==> config.mk <==
export PLATFORM = sky130hd
export DESIGN_NAME = arf_top
export DESIGN_NICKNAME = d
export VERILOG_FILES = /design/src/inc/arf_pkg.sv /design/src/inc/arf_res_if.sv /design/src/hw/arf_top.sv /design/src/hw/arf_packer.sv
export SDC_FILE = /design/constraint.sdc
export NUM_CORES = 1
export LEC_CHECK = 0
export BUFFER_PORTS_ARGS = -buffer_cell sky130_fd_sc_hd__buf_2
export CORE_ASPECT_RATIO = 0.9
export CORE_UTILIZATION = 54
export DETAILED_ROUTE_END_ITERATION = 8
export GPL_TIMING_DRIVEN = 0
export PLACE_DENSITY = 0.8
export SYNTH_ARGS = -nofsm -noshare
export SYNTH_HDL_FRONTEND = slang
export SYNTH_HIERARCHICAL = 1
export SYNTH_SLANG_ARGS = --single-unit
==> constraint.sdc <==
create_clock -name pclk -period 2.35 [get_ports pclk]
set_input_delay 0.47 -clock pclk [delete_from_list [all_inputs] [get_ports pclk]]
set_output_delay 0.47 -clock pclk [all_outputs]
set_load 0.05 [all_outputs]
==> src/inc/arf_pkg.sv <==
// shared constants for the converter result formatter: register map, fields, resets, states
// assumes a 32-bit apb slave with byte addresses and one 8-bit register per aligned word
package arf_pkg;

  // ---------------------------------------------------------------------------
  // register offsets
  // ---------------------------------------------------------------------------
  localparam int          ADDR_W        = 8;
  localparam logic [7:0]  OFF_CTRL0     = 8'h00;
  localparam logic [7:0]  OFF_CTRL1     = 8'h04;
  localparam logic [7:0]  OFF_CTRL2     = 8'h08;
  localparam logic [7:0]  OFF_RES_HIGH  = 8'h0c;
  localparam logic [7:0]  OFF_RES_LOW   = 8'h10;
  localparam logic [7:0]  OFF_IRQ_STAT  = 8'h14;
  localparam logic [7:0]  OFF_IRQ_MASK  = 8'h18;

  // ---------------------------------------------------------------------------
  // field positions
  // ---------------------------------------------------------------------------
  localparam int          CTRL0_ON_BIT  = 0;
  localparam int          CTRL0_GO_BIT  = 1;
  localparam int          CTRL0_CHP_LSB = 2;
  localparam int          CTRL0_MODE_BIT = 7;
  localparam int          CTRL1_FMT_BIT = 7;
  localparam int          CTRL1_CS_LSB  = 4;
  localparam int          CTRL1_RSV_BIT = 3;
  localparam int          CTRL2_CHN_LSB = 0;
  localparam int          IRQ_DONE_BIT  = 0;

  // ---------------------------------------------------------------------------
  // reset values and timing counts
  // ---------------------------------------------------------------------------
  localparam logic [7:0]  RST_CTRL0     = 8'h00;
  localparam logic [7:0]  RST_CTRL1     = 8'h00;
  localparam logic [7:0]  RST_CTRL2     = 8'h00;
  localparam logic [7:0]  RST_IRQ_MASK  = 8'h00;
  localparam int          CONV_TICKS    = 15;
  localparam logic [5:0]  FRC_DIV_M1    = 6'h0f;

  typedef enum logic [0:0] {
    ARF_IDLE    = 1'b0,
    ARF_CONVERT = 1'b1
  } arf_state_e;

endpackage : arf_pkg

==> src/inc/arf_res_if.sv <==
// carrier between the controller and the result packer
// assumes one clock domain; the packer is purely combinational
`timescale 1ns/1ps
interface arf_res_if;
  logic [12:0] value;
  logic        fmt_twos;
  logic [7:0]  high_byte;
  logic [7:0]  low_byte;

  modport src (output value, output fmt_twos, input high_byte, input low_byte);
  modport pack (input value, input fmt_twos, output high_byte, output low_byte);
endinterface : arf_res_if

==> src/hw/arf_top.sv <==
// converter result formatter: apb registers, conversion sequencing, result packing, interrupt
// assumes the analog front end presents a settled signed 13-bit value on conv_value
//
// The register offsets and register access over APB were chosen for this implementation.
`timescale 1ns/1ps
module arf_top #(
  parameter int CONV_TICKS = arf_pkg::CONV_TICKS
) (
  input  wire logic        pclk,
  input  wire logic        presetn,
  input  wire logic        psel,
  input  wire logic        penable,
  input  wire logic        pwrite,
  input  wire logic [7:0]  paddr,
  input  wire logic [31:0] pwdata,
  output logic      [31:0] prdata,
  output logic             pready,
  output logic             pslverr,
  input  wire logic [12:0] conv_value,
  output logic             conv_enable,
  output logic             conv_busy,
  output logic      [4:0]  positive_channel_select,
  output logic      [3:0]  negative_channel_select,
  output logic             irq
);

  arf_res_if res ();

  arf_pkg::arf_state_e state_q, state_d;
  logic [7:0]  ctrl0_q, ctrl0_d;
  logic [7:0]  ctrl1_q, ctrl1_d;
  logic [7:0]  ctrl2_q, ctrl2_d;
  logic [7:0]  mask_q, mask_d;
  logic        done_flag_q, done_flag_d;
  logic [7:0]  res_high_q, res_high_d;
  logic [7:0]  res_low_q, res_low_d;
  logic [5:0]  pre_q, pre_d;
  logic [4:0]  tick_cnt_q, tick_cnt_d;
  logic [31:0] prdata_q, prdata_d;
  logic        pready_q, pready_d;
  logic        pslverr_q, pslverr_d;
  logic        irq_q, irq_d;
  logic        access, wr_ok, rd_ok, mapped;
  logic        tick, conv_done;
  logic [5:0]  div_m1;
  logic [7:0]  rd_byte;

  // ---------------------------------------------------------------------------
  // apb decode
  // ---------------------------------------------------------------------------
  always_comb begin
    access = psel & penable & pready_q;
    unique case (paddr)
      arf_pkg::OFF_CTRL0, arf_pkg::OFF_CTRL1, arf_pkg::OFF_CTRL2,
      arf_pkg::OFF_RES_HIGH, arf_pkg::OFF_RES_LOW,
      arf_pkg::OFF_IRQ_STAT, arf_pkg::OFF_IRQ_MASK: mapped = 1'b1;
      default:                                      mapped = 1'b0;
    endcase
    wr_ok = access & pwrite & mapped;
    rd_ok = access & ~pwrite & mapped;
  end

  // ---------------------------------------------------------------------------
  // conversion clock divider
  // ---------------------------------------------------------------------------
  always_comb begin
    unique case (ctrl1_q[arf_pkg::CTRL1_CS_LSB +: 3])
      3'h0:    div_m1 = 6'h01;
      3'h1:    div_m1 = 6'h07;
      3'h2:    div_m1 = 6'h1f;
      3'h3:    div_m1 = arf_pkg::FRC_DIV_M1;
      3'h4:    div_m1 = 6'h03;
      3'h5:    div_m1 = 6'h0f;
      3'h6:    div_m1 = 6'h3f;
      3'h7:    div_m1 = arf_pkg::FRC_DIV_M1;
    endcase
    tick      = (state_q == arf_pkg::ARF_CONVERT) && (pre_q == div_m1);
    conv_done = tick && (tick_cnt_q == 5'(CONV_TICKS - 1));
  end

  // ---------------------------------------------------------------------------
  // result packer
  // ---------------------------------------------------------------------------
  assign res.value    = conv_value;
  assign res.fmt_twos = ctrl1_q[arf_pkg::CTRL1_FMT_BIT];

  arf_packer u_packer (
    .res (res)
  );

  // ---------------------------------------------------------------------------
  // next state
  // ---------------------------------------------------------------------------
  always_comb begin
    state_d     = state_q;
    ctrl0_d     = ctrl0_q;
    ctrl1_d     = ctrl1_q;
    ctrl2_d     = ctrl2_q;
    mask_d      = mask_q;
    res_high_d  = res_high_q;
    res_low_d   = res_low_q;
    pre_d       = pre_q;
    tick_cnt_d  = tick_cnt_q;
    done_flag_d = done_flag_q;

    if (wr_ok) begin
      unique case (paddr)
        arf_pkg::OFF_CTRL0:    ctrl0_d = pwdata[7:0];
        arf_pkg::OFF_CTRL1:    ctrl1_d = pwdata[7:0];
        arf_pkg::OFF_CTRL2:    ctrl2_d = pwdata[7:0];
        arf_pkg::OFF_RES_HIGH: res_high_d = pwdata[7:0];
        arf_pkg::OFF_RES_LOW:  res_low_d = pwdata[7:0];
        arf_pkg::OFF_IRQ_MASK: mask_d = pwdata[7:0];
        default:               ;
      endcase
    end
    ctrl1_d[arf_pkg::CTRL1_RSV_BIT] = 1'b0;

    // start flag lives in the state; a write sets or aborts it
    unique case (state_q)
      arf_pkg::ARF_IDLE: begin
        pre_d      = 6'h00;
        tick_cnt_d = 5'h00;
        if (wr_ok && paddr == arf_pkg::OFF_CTRL0 && pwdata[arf_pkg::CTRL0_GO_BIT] &&
            pwdata[arf_pkg::CTRL0_ON_BIT]) begin
          state_d = arf_pkg::ARF_CONVERT;
        end
      end
      arf_pkg::ARF_CONVERT: begin
        pre_d = tick ? 6'h00 : 6'(pre_q + 6'h01);
        if (tick) begin
          tick_cnt_d = 5'(tick_cnt_q + 5'h01);
        end
        if (conv_done) begin
          state_d     = arf_pkg::ARF_IDLE;
          res_high_d  = res.high_byte;
          res_low_d   = res.low_byte;
        end else if (!ctrl0_d[arf_pkg::CTRL0_ON_BIT] ||
                     (wr_ok && paddr == arf_pkg::OFF_CTRL0 && !pwdata[arf_pkg::CTRL0_GO_BIT])) begin
          state_d = arf_pkg::ARF_IDLE;
        end
      end
    endcase
    ctrl0_d[arf_pkg::CTRL0_GO_BIT] = (state_d == arf_pkg::ARF_CONVERT);

    // sticky done flag; a read of the status clears it, a new completion wins
    if (rd_ok && paddr == arf_pkg::OFF_IRQ_STAT) begin
      done_flag_d = 1'b0;
    end
    if (conv_done) begin
      done_flag_d = 1'b1;
    end
  end

  // ---------------------------------------------------------------------------
  // bus answer and interrupt
  // ---------------------------------------------------------------------------
  always_comb begin
    pready_d  = psel & penable & ~pready_q;
    pslverr_d = pready_d & ~mapped;
    unique case (paddr)
      arf_pkg::OFF_CTRL0:    rd_byte = ctrl0_q;
      arf_pkg::OFF_CTRL1:    rd_byte = ctrl1_q;
      arf_pkg::OFF_CTRL2:    rd_byte = ctrl2_q;
      arf_pkg::OFF_RES_HIGH: rd_byte = res_high_q;
      arf_pkg::OFF_RES_LOW:  rd_byte = res_low_q;
      arf_pkg::OFF_IRQ_STAT: rd_byte = {7'h00, done_flag_q | conv_done};
      arf_pkg::OFF_IRQ_MASK: rd_byte = mask_q;
      default:               rd_byte = 8'h00;
    endcase
    prdata_d = (pready_d && !pwrite) ? {24'h000000, rd_byte} : 32'h00000000;
    irq_d    = done_flag_d & mask_d[arf_pkg::IRQ_DONE_BIT];
  end

  // ---------------------------------------------------------------------------
  // registers
  // ---------------------------------------------------------------------------
  always_ff @(posedge pclk or negedge presetn) begin
    if (!presetn) begin
      state_q     <= arf_pkg::ARF_IDLE;
      ctrl0_q     <= arf_pkg::RST_CTRL0;
      ctrl1_q     <= arf_pkg::RST_CTRL1;
      ctrl2_q     <= arf_pkg::RST_CTRL2;
      mask_q      <= arf_pkg::RST_IRQ_MASK;
      done_flag_q <= 1'b0;
      pre_q       <= 6'h00;
      tick_cnt_q  <= 5'h00;
      prdata_q    <= 32'h00000000;
      pready_q    <= 1'b0;
      pslverr_q   <= 1'b0;
      irq_q       <= 1'b0;
    end else begin
      state_q     <= state_d;
      ctrl0_q     <= ctrl0_d;
      ctrl1_q     <= ctrl1_d;
      ctrl2_q     <= ctrl2_d;
      mask_q      <= mask_d;
      done_flag_q <= done_flag_d;
      pre_q       <= pre_d;
      tick_cnt_q  <= tick_cnt_d;
      prdata_q    <= prdata_d;
      pready_q    <= pready_d;
      pslverr_q   <= pslverr_d;
      irq_q       <= irq_d;
    end
  end

  // result bytes keep their contents through reset
  always_ff @(posedge pclk) begin
    res_high_q <= res_high_d;
    res_low_q  <= res_low_d;
  end

  assign prdata                  = prdata_q;
  assign pready                  = pready_q;
  assign pslverr                 = pslverr_q;
  assign conv_enable             = ctrl0_q[arf_pkg::CTRL0_ON_BIT];
  assign conv_busy               = ctrl0_q[arf_pkg::CTRL0_GO_BIT];
  assign positive_channel_select = ctrl0_q[arf_pkg::CTRL0_CHP_LSB +: 5];
  assign negative_channel_select = ctrl2_q[arf_pkg::CTRL2_CHN_LSB +: 4];
  assign irq                     = irq_q;

  // ---------------------------------------------------------------------------
  // checks
  // ---------------------------------------------------------------------------
  logic [12:0] ast_neg;
  logic [11:0] ast_mag;
  always_comb begin
    ast_neg = 13'(~conv_value + 13'h0001);
    ast_mag = !conv_value[12] ? conv_value[11:0] : (ast_neg[12] ? 12'hfff : ast_neg[11:0]);
  end
endmodule : arf_top

==> src/hw/arf_packer.sv <==
// packs a signed 13-bit conversion value into the two result bytes
// assumes value is two's complement with bit 12 as the sign
`timescale 1ns/1ps
module arf_packer (
  arf_res_if.pack res
);

  logic [12:0] neg_val;
  logic [11:0] mag;

  // ---------------------------------------------------------------------------
  // magnitude, saturating the single value that has no positive twin
  // ---------------------------------------------------------------------------
  always_comb begin
    neg_val = 13'(~res.value + 13'h0001);
    if (!res.value[12]) begin
      mag = res.value[11:0];
    end else if (neg_val[12]) begin
      mag = 12'hfff;
    end else begin
      mag = neg_val[11:0];
    end
  end

  // ---------------------------------------------------------------------------
  // byte layout
  // ---------------------------------------------------------------------------
  always_comb begin
    if (res.fmt_twos) begin
      res.high_byte = {{4{res.value[12]}}, res.value[11:8]};
      res.low_byte  = res.value[7:0];
    end else begin
      res.high_byte = mag[11:4];
      res.low_byte  = {mag[3:0], 3'h0, res.value[12]};
    end
  end

endmodule : arf_packer

[Word-level counts from Yosys, hierarchy flattened]
Memory sizes are Yosys's and may differ from the RTL's.
Index checks and enable logic that the tools add are counted.
Word-level totals
  register bits after elaboration: 71
  memory bits (read-only): 40
  output and inout bits: 46
  logic and storage cells: 91
  memories: 1
Cells by class
  add/sub/neg operators: 3
  equality and inequality tests: 9
  multiplexer cells: 29
  bitwise logic cells: 15
  reduce and logical (&&, ||, !) cells: 18
Memories
  (name not given): depth 8, bits a word 5, rd ports 1, clocked after Yosys merged registers in 0, wr ports 0, RTL line arf_top.sv:67  | unique case (ctrl1_q[arf_pkg::CTRL1_CS_LSB +: 3])
Operators by type and width (number)
  2-to-1 mux 8 bit: 11
  one-hot mux 8 bit (7 select lines): 1
  == test 8 x 5 -> 1 bit, second input constant: 3
  2-to-1 mux 12 bit: 2
  == test 8 x 4 -> 1 bit, second input constant: 2
  adder 13 x 1 -> 13 bit, second input constant: 1
  NOT 13 bit: 1
  one-hot mux 6 bit (2 select lines): 1
  2-to-1 mux 1 bit: 10
  one-hot mux 5 bit (2 select lines): 1
  bitwise AND 1 bit: 9
  == test 8 x 3 -> 1 bit, second input constant: 1
  logical AND 1 bit: 8
  zero test 8 bit: 1
  AND reduction 2 bit: 4
  OR reduction 7 bit: 1
  adder 6 x 1 -> 6 bit, second input constant: 1
  == test 6 bit: 1
  2-to-1 mux 6 bit: 1
  adder 5 x 1 -> 5 bit, second input constant: 1
  == test 5 x 4 -> 1 bit, second input constant: 1
  2-to-1 mux 5 bit: 1
  NOT 1 bit: 4
  zero test 1 bit: 3
  4 further kinds: 4

[Longest topological paths before layout]
  word-level depth: 10
  depth in mapped cells: 8
  gate-level depth less buffers: 8

[By module]
Netlist, hierarchy kept.
By module, submodules not included
  arf_top: times used 1, cells each 338, area each 3557.2 µm²
  arf_packer: times used 1, cells each 76, area each 523.0 µm²

[Worst setup path before layout]
No wires, ideal clock.
  path kind: input to register
  from: input paddr[0]
  to: register res_low_q[0]
  library setup time: 133 ps
  data arrival time: 2522 ps
  data required time: 2217 ps
  slack: -305 ps
  cell stages on the path: 7
  path through: or4_4 or4b_1 buf_6 or4b_4 buf_6 mux2i_1 a21oi_1
On the way
  word-level cells in the longest chain between the ends: 7
RTL lines
  start: declaration: RTL line arf_top.sv:14  | input wire logic [7:0] paddr,
  == test 8 x 5 -> 1 bit, or another cell as far along: RTL line arf_top.sv:53  | unique case (paddr)
  OR reduction 7 bit: RTL line arf_top.sv:53
  2-to-1 mux 1 bit: RTL line arf_top.sv:53
  bitwise AND 1 bit: RTL line arf_top.sv:59  | wr_ok = access & pwrite & mapped;
  2-to-1 mux 8 bit (*): RTL line arf_top.sv:106  | if (wr_ok) begin
  2-to-1 mux 8 bit: RTL line arf_top.sv:134  | if (conv_done) begin
  2-to-1 mux 8 bit (*): RTL line arf_top.sv:120  | unique case (state_q)
  named net res_low_d[0]: RTL line arf_top.sv:36  | logic [7:0] res_low_q, res_low_d;
  end signal: assignment: RTL line arf_top.sv:211  | res_low_q <= res_low_d;
  end: declaration: RTL line arf_top.sv:36
Mark *: on every way through the listed nets, which the timed path passes. The rest lies on a longest branch.
A chain may end at the register's enable or synchronous reset.

[Final worst setup path]
  from: input paddr[5]
  to: register res_low_q[6]
The elaborated chain is that of the path after synthesis.

==> key figures <==
Placed design
  • Placed instance count: 581
  • Post-DP Area: 4580 sq um
  • Final GP Congestion: 0.902
  • Hpwl dp: 6.70 mm
  • Port bufs: 51
  • Worst slack, placed: -0.657 ns

Timing
  • Endpoints failing hold: 0
  • Crit path time final: approximately 2.4 ns
  • FMAX: 421 MHz
  • Worst slew margin: 22.8%
  • Final setup viols: 8
  • Fin. max-slew vios: 0
  • Setup slack after layout: -0.0228 ns
  • Hold Slack: about 0.34 ns
  • Skew final: around 0.013 ns
  • Unrepaired setup endpoints after global routing: yes
  • Post-route clock period utilization: 101%
  • Slew @ Worst Pin: 1.16 ns

Floorplan
  • Die area: 7910 sq um
  • IO Count: 104
  • Rows: 29
  • Die H: ~84 um
  • Die W: 93.6 um
  • Initial Utilization: between 50% and 60%
  • Core Box Area: 7180 sq um

Detailed routing
  • ANT nets after route: 0
  • Initial DRC count: 294
  • Total number of vias: 3346
  • Wirelength per Cell: 15.7 um
  • Total iterations of the first detailed-routing run: 4
  • Post-Route WL: between 9 and 10 mm
  • Via density: roughly 5.5
  • DRC violations left: 0

Clocking
  • Reg clk slew, reported paths: approximately 0.080 ns
  • H-tree levels: 3
  • TritonCTS clock tree: yes
  • Clk root buf: clkbuf_8
  • Num CTS Buffers: 9
  • Clock Latency Late Sink: approximately 0.35 ns
  • Maximum buffer depth of the clock tree: 2
  • Clock Sinks: 70

Outcome
  • Failing checks: setup timing
  • Status: complete, but fails checks

Worst setup path
  • Reg2reg path depth: 7
  • CP top delay family: simple AND/OR/NAND/NOR gates
  • Critical Path RT: 2.57 ns
  • Worst R2R Start: ctrl1_q[6]
  • Worst EP arrival: ~2.6 ns
  • Worst-path cell chain: buf_6 -> or4_4 -> or4b_4 -> or4b_4 -> mux2i_1 -> a21oi_1
  • CP Class: in2reg
  • Count of buffer and inverter cells on the critical path: 1
  • Max incr delay on CP: 0.63 ns
  • Nature of the critical path endpoint: flop
  • CP startpoint kind: input pin
  • Reg2reg end: res_high_q[1]
  • CP Max Fanout: 8
  • Reg2Reg Setup Slack: 0.19 ns
  • Crit-path slowest cell: or4b_4
  • Most common cell on crit path: or4b_4

Power and ir drop
  • PwrDens: 548 nW/um^2
  • Peak VDD IR: 508 uV
  • LEAKAGE: approximately 2.4 nW

Layout
  • Net count, final: 569
  • Share of layout cells above drive strength 1: 32.1%
  • Non-Filler Instances: 604
  • Synthesis-to-finish area growth: 20.6%
  • Final core utilization: 68.5%
  • Final instance area: just under 5000 sq um
  • Most frequent cells in the layout: dfrtp_1, nor2_1, buf_2
  • Most common cell after layout, fill and taps aside: dfrtp_1
  • Inserted Diodes: 0

Yosys
  • Synth area leader: dfrtp_1
  • Synth warn: 6
  • Synth Cell Area: 4080 sq um
  • Asr flop ratio synth: 77.1%
  • Seq/Total Area, Yosys: 41.0%
  • Synth Flop Type: dfrtp_1
  • Synth cell types: 60
  • Post-Syn Instances: roughly 410
  • #FFs+latches synth: 70
  • Area share of the largest cell type after synthesis: 33.1%
  • Mapped Avg Cell Area: around 9.9 sq um
  • Synth area leaders: dfrtp_1, mux2_2, dfxtp_1
  • Post-synth EDFFs: 0

Global routing
  • Largest net degree at the start of global routing: 55
  • GRT overflow: 0
  • GRT Util Overall: 25.5%
  • Global-route wire length before repair: 15.4 mm
  • Initial antenna violation count: 0
  • Vias in the first global route: 3282

Run
  • Max-Cap Viols: 0

Worst hold path
  • HP Class: in2async
-- flip-flops by register name, summed over array words and instances (netlist names), 5 cells and up --
name	count
ctrl1_q	7
ctrl0_q	8
prdata	8
res_high_q	8
mask_q	8
ctrl2_q	8
pre_q	6
res_low_q	8
tick_cnt_q	5
-- cells in the mapped netlist (2+ instances only) --
| master | instances |
|---|---|
| a21o_1 | 2 |
| mux2_2 | 36 |
| nor3_1 | 2 |
| buf_4 | 33 |
| o311ai_0 | 2 |
| and2_1 | 5 |
| nor2b_1 | 2 |
| a211oi_1 | 2 |
| ha_1 | 5 |
| nor2_1 | 53 |
| nand2_1 | 19 |
| nor2_2 | 2 |
| o31ai_1 | 2 |
| nand3_1 | 10 |
| inv_1 | 10 |
| a31oi_1 | 2 |
| a221oi_1 | 6 |
| or4_1 | 5 |
| o31a_1 | 3 |
| o21ai_0 | 10 |
| nand2b_1 | 7 |
| a21boi_0 | 2 |
| xnor2_1 | 8 |
| a21oi_1 | 37 |
| or3_1 | 2 |
| nor4_4 | 2 |
| dfrtp_1 | 54 |
| dfxtp_1 | 16 |
| o41ai_1 | 2 |
| buf_6 | 2 |
| xor2_1 | 5 |
| clkbuf_1 | 14 |
| mux2i_1 | 25 |
-- cell families after synthesis --
group	share of synthesized area, %
AO/OA/AOI/OAI	12.5
multiplexers	16.6
flip-flops	41.0
buffers and inverters	9.05
XOR/XNOR	2.79
AND/OR/NAND/NOR	16.4
other	0.0919
adder cells (fa/ha/maj)	1.53
-- what timing repair did --
item / 4_1_cts / 5_1_grt
endpoints found under the setup margin: 44 / 30
pin swaps: 7 / 3
gates resized for setup: 4 / 5
buffers inserted: 8 / 1
hold buffers: 0 / 0
-- area by class of cell --
| type | instances | area (sq um) |
|---|---|---|
| multi-input combinational | 306 | 2180 |
| clock buffer | 10 | 138 |
| clock inverter | 6 | 91.3 |
| inverter | 10 | 37.5 |
| buffer | 49 | 312 |
| fill | 589 | 2260 |
| sequential | 70 | 1670 |
| timing repair buffer | 60 | 374 |
| tap | 93 | 116 |
-- power breakdown --
| part | total [mW] | internal (mW) | switching [mW] | leakage [nW] |
|---|---|---|---|---|
| logic | 0.362 | 0.122 | 0.240 | 1.42 |
| clock network | 1.10 | 0.634 | 0.468 | 0.117 |
| registers | 1.24 | 1.22 | 0.0134 | 0.876 |
-- per-layer routing --
layer	track usage, %	up-vias	share of wire [%]	wire [um]
met5	0	-	0	0
met4	9.51	0	1.0	98
met3	4.80	12	6.2	587
met2	41.4	131	48	4540
met1	34.0	1613	45	4250
li1	-	1590	-	-
-- through the flow --
step	total power, mW	setup TNS [ns]
after floorplan	1.51	-9.98
after global placement	1.61	-23.69
after global routing	2.80	-0.457
after CTS	2.71	-0.264
after detailed placement	1.61	-25.17
final	2.70	-0.0935
-- worst max path at each step --
stage	start	end	cells after the start
floorplan	paddr[0]	res_low_q[0]	7
global placement	paddr[0]	ctrl2_q[4]	6
detailed placement	paddr[0]	ctrl2_q[4]	6
CTS	paddr[5]	res_low_q[6]	6
global route	paddr[5]	res_low_q[4]	6
finish	paddr[5]	res_low_q[6]	6
Power figures use the tool's default switching activity.
